**src/logic/nmcr_pkg.sv**
```systemverilog
// ****************************************************************
// Package: offsets, fields, reset values, carriers
// ****************************************************************
package nmcr_pkg;

   // Register byte addresses (printed offsets are not all multiples of four: index times four)
   localparam logic [7:0] AUX_MOD_INDEX      = 8'h28;
   localparam logic [7:0] TARGET_UNMODULATED_RES_CODE_INDEX       = 8'h29;
   localparam logic [7:0] RESISTIVE_AM_ENABLE_INDEX       = 8'h2a;
   localparam logic [7:0] AM_INDEX_INDEX     = 8'h40;
   localparam logic [7:0] STATUS_INDEX       = 8'h41;
   localparam logic [9:0] AUX_MOD_ADDR       = {AUX_MOD_INDEX, 2'b00};
   localparam logic [9:0] TARGET_UNMODULATED_RES_CODE_ADDR        = {TARGET_UNMODULATED_RES_CODE_INDEX, 2'b00};
   localparam logic [9:0] RESISTIVE_AM_ENABLE_ADDR        = {RESISTIVE_AM_ENABLE_INDEX, 2'b00};
   localparam logic [9:0] AM_INDEX_ADDR      = {AM_INDEX_INDEX, 2'b00};
   localparam logic [9:0] STATUS_ADDR        = {STATUS_INDEX, 2'b00};

   // Field positions of the auxiliary modulation register
   localparam int REG_AM_DIS_BIT   = 7;
   localparam int EXT_POL_BIT      = 6;
   localparam int EXT_EN_BIT       = 5;
   localparam int DRV_LM_BIT       = 4;
   localparam int RESISTIVE_AM_ENABLE_BIT       = 3;
   localparam int SHAPED_AM_BIT    = 2;
   localparam logic [7:0] AUX_MOD_WMASK = 8'hfc;

   // Passive target field positions
   localparam int PT_MOD_LSB   = 4;
   localparam int PT_UNMOD_LSB = 0;

   // Reset values and the high impedance code
   localparam logic [7:0] AUX_MOD_RESET  = 8'h10;
   localparam logic [7:0] TARGET_UNMODULATED_RES_CODE_RESET   = 8'h60;
   localparam logic [6:0] RESISTIVE_AM_ENABLE_RESET   = 7'h00;
   localparam logic [3:0] AM_INDEX_RESET = 4'h7;
   localparam logic [3:0] RES_HIGH_Z     = 4'hf;

   // Drive settings handed to the transmitter
   typedef struct packed {
      logic       regulator_am_on;
      logic [3:0] am_index_field;
      logic       shaped_regulator_am_on;
      logic       resistive_am_on;
      logic [6:0] resistive_am_res_code;
      logic       driver_loadmod_on;
      logic [3:0] target_modulated_res_code;
      logic [3:0] target_unmodulated_res_code;
      logic       driver_high_z;
   } nmcr_drive_t;

endpackage

```
**src/logic/nmcr_regs.sv**
```systemverilog
// Contract
// - Bit 7 zero enables regulator AM
// - Bit 6 inverts external modulation pin
// - Bit 5 gates external modulation pin
// - Bit 4 driver load modulation, resets one
// - Bit 3 resistive AM, 7-bit code
// - Modulated code high nibble, unmodulated low
// - Code fifteen means driver high impedance; the code raises it only while target_active and bit 4 are set
// - Resistive code in separate register low bits
`timescale 1ns/1ps
module nmcr_regs (
   // Clock and reset
   input  wire logic                 sys_clk,
   input  wire logic                 reset,
   // AHB-Lite slave
   input  wire logic                 hsel,
   input  wire logic [31:0]          haddr,
   input  wire logic [1:0]           htrans,
   input  wire logic                 hwrite,
   input  wire logic [2:0]           hsize,
   input  wire logic [31:0]          hwdata,
   input  wire logic                 hready,
   output logic      [31:0]          hrdata,
   output logic                      hreadyout,
   output logic                      hresp,
   // Modulation inputs from the coder
   input  wire logic                 load_modulate,
   input  wire logic                 target_active,
   // Outputs
   output nmcr_pkg::nmcr_drive_t     drive,
   output logic                      ext_loadmod_pin
);

   // ****************************************************************
   // Register state
   // ****************************************************************
   // Software visible state
   logic [7:0] aux_modulation_settings;
   logic [7:0] passive_target_drive_resistance;
   logic [6:0] resistive_am_res_code;
   logic [3:0] am_index_field;
   // Write data phase bookkeeping
   logic       wr_pend;
   logic [9:0] wr_addr;
   // Two stage synchroniser for the modulation strobe
   logic       lm_sync1;
   logic       lm_sync;

   // ****************************************************************
   // Address decode
   // ****************************************************************
   // Only the word index haddr[11:2] is decoded, so the bank aliases
   // every 4 KiB; narrow comparators were judged worth the aliasing.
   // The size field is not checked: software only moves whole words.
   wire        addr_take = hsel & hready & htrans[1];
   wire [9:0]  word_addr = haddr[11:2];
   wire [31:0] rd_word;
   wire        hit;

   // Index compare shared by the read mux and the write strobes
   function automatic logic index_is(input logic [9:0] a, input logic [7:0] idx);
      index_is = (a == {2'b00, idx});
   endfunction

   // Read mux: hit flag on top, zero extended register below
   function automatic logic [32:0] read_mux(input logic [9:0] a, input logic [7:0] aux, input logic [7:0] pt,
                                            input logic [6:0] ra, input logic [3:0] ai, input logic st);
      read_mux = {1'b0, 32'h00000000};
      if (index_is(a, nmcr_pkg::AUX_MOD_INDEX)) begin
         read_mux = {1'b1, 24'h000000, aux & nmcr_pkg::AUX_MOD_WMASK};
      end
      if (index_is(a, nmcr_pkg::TARGET_UNMODULATED_RES_CODE_INDEX)) begin
         read_mux = {1'b1, 24'h000000, pt};
      end
      if (index_is(a, nmcr_pkg::RESISTIVE_AM_ENABLE_INDEX)) begin
         read_mux = {1'b1, 25'h0000000, ra};
      end
      if (index_is(a, nmcr_pkg::AM_INDEX_INDEX)) begin
         read_mux = {1'b1, 28'h0000000, ai};
      end
      if (index_is(a, nmcr_pkg::STATUS_INDEX)) begin
         read_mux = {1'b1, 31'h00000000, st};
      end
   endfunction

   assign {hit, rd_word} = read_mux(word_addr, aux_modulation_settings, passive_target_drive_resistance,
                                    resistive_am_res_code, am_index_field, ext_loadmod_pin);

   // Write strobes from the index held over from the address phase
   wire        wr_aux = wr_pend & index_is(wr_addr, nmcr_pkg::AUX_MOD_INDEX);
   wire        wr_pt  = wr_pend & index_is(wr_addr, nmcr_pkg::TARGET_UNMODULATED_RES_CODE_INDEX);
   wire        wr_ra  = wr_pend & index_is(wr_addr, nmcr_pkg::RESISTIVE_AM_ENABLE_INDEX);
   wire        wr_ai  = wr_pend & index_is(wr_addr, nmcr_pkg::AM_INDEX_INDEX);

   // ****************************************************************
   // Bus response
   // ****************************************************************
   // Bus answers in zero wait states, always OKAY
   assign hreadyout = 1'b1;
   assign hresp     = 1'b0;

   // Address phase capture; a write lands in the following data phase.
   // A read in the same cycle as a write data phase sees the old value.
   always_ff @(posedge sys_clk or posedge reset) begin
      if (reset) begin
         wr_pend <= 1'b0;
         wr_addr <= 10'h000;
         hrdata  <= 32'h00000000;
      end else begin
         wr_pend <= addr_take & hwrite;
         wr_addr <= word_addr;
         hrdata  <= (addr_take & ~hwrite & hit) ? rd_word : 32'h00000000;
      end
   end

   // ****************************************************************
   // Register writes
   // ****************************************************************
   // Register writes in the data phase; unmapped writes are dropped
   always_ff @(posedge sys_clk or posedge reset) begin
      if (reset) begin
         aux_modulation_settings         <= nmcr_pkg::AUX_MOD_RESET;
         passive_target_drive_resistance <= nmcr_pkg::TARGET_UNMODULATED_RES_CODE_RESET;
         resistive_am_res_code           <= nmcr_pkg::RESISTIVE_AM_ENABLE_RESET;
         am_index_field                  <= nmcr_pkg::AM_INDEX_RESET;
      end else begin
         if (wr_aux) begin
            aux_modulation_settings <= hwdata[7:0] & nmcr_pkg::AUX_MOD_WMASK;
         end
         if (wr_pt) begin
            passive_target_drive_resistance <= hwdata[7:0];
         end
         if (wr_ra) begin
            resistive_am_res_code <= hwdata[6:0];
         end
         if (wr_ai) begin
            am_index_field <= hwdata[3:0];
         end
      end
   end

   // ****************************************************************
   // Modulation outputs
   // ****************************************************************
   // Everything below is registered, so the transmitter never sees a
   // half written setting; the price is one cycle of extra latency.
   // From a change of the strobe to the pin there are three edges.
   // Modulation strobe arrives from another domain, so it is synchronised
   always_ff @(posedge sys_clk or posedge reset) begin
      if (reset) begin
         lm_sync1 <= 1'b0;
         lm_sync  <= 1'b0;
      end else begin
         lm_sync1 <= load_modulate;
         lm_sync  <= lm_sync1;
      end
   end

   wire       ext_en  = aux_modulation_settings[nmcr_pkg::EXT_EN_BIT];
   wire       ext_pol = aux_modulation_settings[nmcr_pkg::EXT_POL_BIT];
   wire [3:0] pt_mod  = passive_target_drive_resistance[nmcr_pkg::PT_MOD_LSB +: 4];
   wire [3:0] pt_un   = passive_target_drive_resistance[nmcr_pkg::PT_UNMOD_LSB +: 4];
   wire       drv_lm  = aux_modulation_settings[nmcr_pkg::DRV_LM_BIT];
   wire [3:0] cur_res = lm_sync ? pt_mod : pt_un;

   // Registered pin; idle level follows polarity so it never glitches active
   always_ff @(posedge sys_clk or posedge reset) begin
      if (reset) begin
         ext_loadmod_pin <= 1'b0;
      end else begin
         ext_loadmod_pin <= (ext_en & lm_sync) ^ ext_pol;
      end
   end

   // Drive settings; inverted sense on the regulator AM bit
   always_ff @(posedge sys_clk or posedge reset) begin
      if (reset) begin
         drive <= '0;
      end else begin
         drive.regulator_am_on             <= ~aux_modulation_settings[nmcr_pkg::REG_AM_DIS_BIT];
         drive.am_index_field              <= am_index_field;
         drive.shaped_regulator_am_on      <= aux_modulation_settings[nmcr_pkg::SHAPED_AM_BIT];
         drive.resistive_am_on             <= aux_modulation_settings[nmcr_pkg::RESISTIVE_AM_ENABLE_BIT];
         drive.resistive_am_res_code       <= resistive_am_res_code;
         drive.driver_loadmod_on           <= drv_lm;
         drive.target_modulated_res_code   <= pt_mod;
         drive.target_unmodulated_res_code <= pt_un;
         drive.driver_high_z               <= target_active & drv_lm & (cur_res == nmcr_pkg::RES_HIGH_Z);
      end
   end

endmodule

```
**config.mk**
```make
export PLATFORM = sky130hd
export DESIGN_NAME = nmcr_regs
export DESIGN_NICKNAME = d
export VERILOG_FILES = /design/src/logic/nmcr_pkg.sv /design/src/logic/nmcr_regs.sv
export SDC_FILE = /design/constraint.sdc
export NUM_CORES = 1
export LEC_CHECK = 0
export BUFFER_PORTS_ARGS = -buffer_cell sky130_fd_sc_hd__buf_2
export CAP_MARGIN = 15
export CORE_MARGIN = 5
export CORE_UTILIZATION = 45
export CTS_CLUSTER_SIZE = 25
export DETAILED_ROUTE_END_ITERATION = 7
export MAX_ROUTING_LAYER = met4
export PLACE_DENSITY = 0.76
export SLEW_MARGIN = 10
export SYNTH_ARGS = -nofsm -noshare
export SYNTH_HDL_FRONTEND = slang
export SYNTH_SLANG_ARGS = --single-unit
```
**constraint.sdc**
```tcl
create_clock -name sys_clk -period 3.1 [get_ports sys_clk]
set_input_delay 0.93 -clock sys_clk [delete_from_list [all_inputs] [get_ports sys_clk]]
set_output_delay 0.93 -clock sys_clk [all_outputs]
set_load 0.05 [all_outputs]
```
==> flow_summary.json <==
{
  "hold_viol": 0,
  "die_area_sq_um": 7690,
  "cts_tree": "done",
  "drt_first_pass_iters": 4,
  "maxCapViolCount": 0,
  "critPathCaptureType": "flip-flop",
  "synth_seq_cells": 71,
  "grt-ovfl-total": 0,
  "ff2ff_setup_slack_ps": 1110,
  "wl_um": 5330,
  "clkLatencyLatePin_ps": 340,
  "core_sq_um": 5890,
  "clock_path_buffers": 2,
  "synth.largest_area_cell": "dfrtp_1",
  "avgSynthCellArea_sq_um": 13.9,
  "grt_pass1_wl_um": 8550,
  "finalCriticalPeriod_ps": 2280,
  "fin_cells": 339,
  "fmax_mhz": 438,
  "synth-xor-area-share": 0.00323,
  "synthAdderAreaFrac": 0,
  "hold_buffers": 0,
  "mappedNetlistArea_sq_um": 2720,
  "ctsResizeCount": 0,
  "synth-main-ff-cell": "dfrtp_1",
  "muxShareOfSynthArea": 0.129,
  "dp_cells": 323,
  "path_class": "primary input to flip-flop",
  "synth_area_leaders": "dfrtp_1, mux2_2, buf_4",
  "path_cells": "buf_2, or4_1, or4_1, a21o_1, nor3b_2",
  "max-slew-margin-rel": 0.560,
  "synth_simple_gate_area_frac": 0.0848,
  "first_iter_violations": 52,
  "synthArstFlopShare": 1.00,
  "power.density_nw_per_um2": 627,
  "critical_path.top_delay_family": "simple AND/OR/NAND/NOR gates",
  "synth_top_area_share": 0.599,
  "die_h_um": 87.7,
  "yosysMostFrequentCell": "dfrtp_1",
  "synth_top_family_by_area": "multiplexers",
  "ys_top_cells_by_count": "dfrtp_1, buf_4, mux2_2",
  "grt_usage": 0.157,
  "drc": 0,
  "vias_per_cell": 4.78,
  "clkSlewWorstSetupHoldPaths_ps": 80,
  "gp_congestion": 0.810,
  "synth_warnings": 0,
  "worstPathRequired_ps": 3350,
  "crit_path_top_delay_cell": "or4_1",
  "tightest_slew_ps": 660,
  "p_leak_nw": 1.67,
  "run_status": "complete, no violations",
  "dp_hpwl_um": 3740,
  "cts_setup_buffers": 0,
  "cts.sinks": 71,
  "fin_nets": 335,
  "vias": 1620,
  "fin_worst_skew_ps": 7.42,
  "min_path_type": "flip-flop to flip-flop",
  "startpoint_type": "primary input",
  "antennaDiodeCount": 0,
  "drive_gt1_frac": 0.413,
  "numCtsBuffers": 9,
  "rows": 28,
  "netlist_instances": 196,
  "path_buf_inv": 1,
  "syn_to_final_growth_pct": 19.6,
  "die_w_um": 87.7,
  "tns_ps": 0,
  "synth_compound_area_frac": 0.0373,
  "io-pin-count": 135,
  "crit_path_frequent_cell": "or4_1",
  "rsz0062_at_grt": "no",
  "grt_pass1_vias": 1706,
  "htreeDepth": 3,
  "detail-route-antenna-nets": 0,
  "cts-root-buf": "clkbuf_8",
  "slew_viol_final": 0,
  "critPathMaxStageDelay_ps": 550,
  "grt_max_degree": 42,
  "ir_worst_vdd_v": 0.000280,
  "crit_fanout": 6,
  "port_buffers": 58,
  "cp.arrival_ps": 2530,
  "yosys.cell_types.count": 31,
  "setup_viol": 0,
  "start_util": 0.461,
  "synth_edf_count": 0,
  "wire_per_inst_um": 15.7,
  "yosysSeqAreaShare": 0.657,
  "fin_crit_sh": 0.737,
  "antenna_found_initial": 0
}
==> per-stage QoR <==
step	total power (W)	instance area (sq um)	hold slack [ps]	setup WS, ps	utilization
after floorplan	0.00112	2810	331	383	-
after global placement	0.00114	2990	335	494	0.509
after detailed placement	0.00114	2990	336	496	0.509
after CTS	0.00206	3250	354	833	0.552
after global routing	0.00211	3250	376	783	0.552
final	0.00204	3250	353	817	0.552
==> cell families after synthesis <==
kind of cell	count (synthesis)
DFF	71
and+or+nand+nor	39
buffers and inverters	35
muxes	32
AOI/OAI and AO/OA	16
other	2
xor gates and xnor gates	1
==> worst reg2reg max path: stages, from the launching register on <==
cell	delay, ps
dfrtp_1	370
nor4b_1	370
nor2b_1	240
and4_1	500
mux2_2	390
==> placed cells by master (no fill, tap or decap), types with 2 or more instances in the layout <==
cell / synthesis / routed
a21o_1: 2 / 2
a21oi_1: 5 / 5
a22oi_1: 3 / 3
and3_1: 3 / 3
and4_1: 2 / 2
buf_2: 2 / 58
bufinv_16: 0 / 3
clkbuf_8: 0 / 11
conb_1: 2 / 26
dfrtp_1: 65 / 65
dfstp_2: 6 / 6
inv_1: 4 / 3
mux2_2: 25 / 25
mux2i_1: 7 / 7
nand2_1: 5 / 5
nand3b_1: 2 / 2
nand4_1: 3 / 3
nor2_1: 9 / 9
nor2b_1: 3 / 3
nor3_1: 4 / 4
o21ai_0: 4 / 4
or4_1: 2 / 2
==> final timing paths <==
check / startpoint / end / cells after the start
setup / recovery: haddr[11] / hrdata[2]$_DFF_PP0_ / 5
hold / removal: lm_sync1$_DFF_PP0_ / lm_sync$_DFF_PP0_ / 0
setup reg to reg: wr_addr[2]$_DFF_PP0_ / resistive_am_res_code[1]$_DFFE_PP0P_ / 4
hold reg to reg: lm_sync1$_DFF_PP0_ / lm_sync$_DFF_PP0_ / 0
max in group asynchronous: reset / passive_target_drive_resistance[6]$_DFFE_PP1P_ / 3
min in group asynchronous: reset / drive[10]$_DFF_PP0_ / 2
==> routing by layer <==
metal / wire length (um) / part of all wire / up-vias / global-route usage
li1: - / - / 745 / -
met1: 2150 / 0.40 / 812 / 0.187
met2: 2740 / 0.51 / 51 / 0.245
met3: 334 / 0.063 / 12 / 0.0499
met4: 105 / 0.020 / 0 / 0.0711
met5: 0 / 0 / - / -
==> area by class of cell <==
class	count	area (sq um)
inverter	4	15.0
clock inverter	5	104
timing repair buffer	59	310
tap	75	93.8
clock buffer	11	151
sequential	71	1780
fill	489	2640
multi-input combinational	114	790
==> sequential cells by signal (all words and copies together) (netlist names) <==
register and flops:
drive 24, wr_addr 10, hrdata 8, passive_target_drive_resistance 8, resistive_am_res_code 7, aux_modulation_settings 6, am_index_field 4, ext_loadmod_pin 1
lm_sync 1, lm_sync1 1, wr_pend 1
==> power breakdown <==
group	internal (W)	switching, W	leakage (nW)
combinational	0.0000304	0.000134	0.633
sequential	0.000947	0.0000125	0.905
clock	0.000578	0.000334	0.130
total	0.00156	0.000480	1.67
Note: power is estimated with default switching activity, not from simulation.
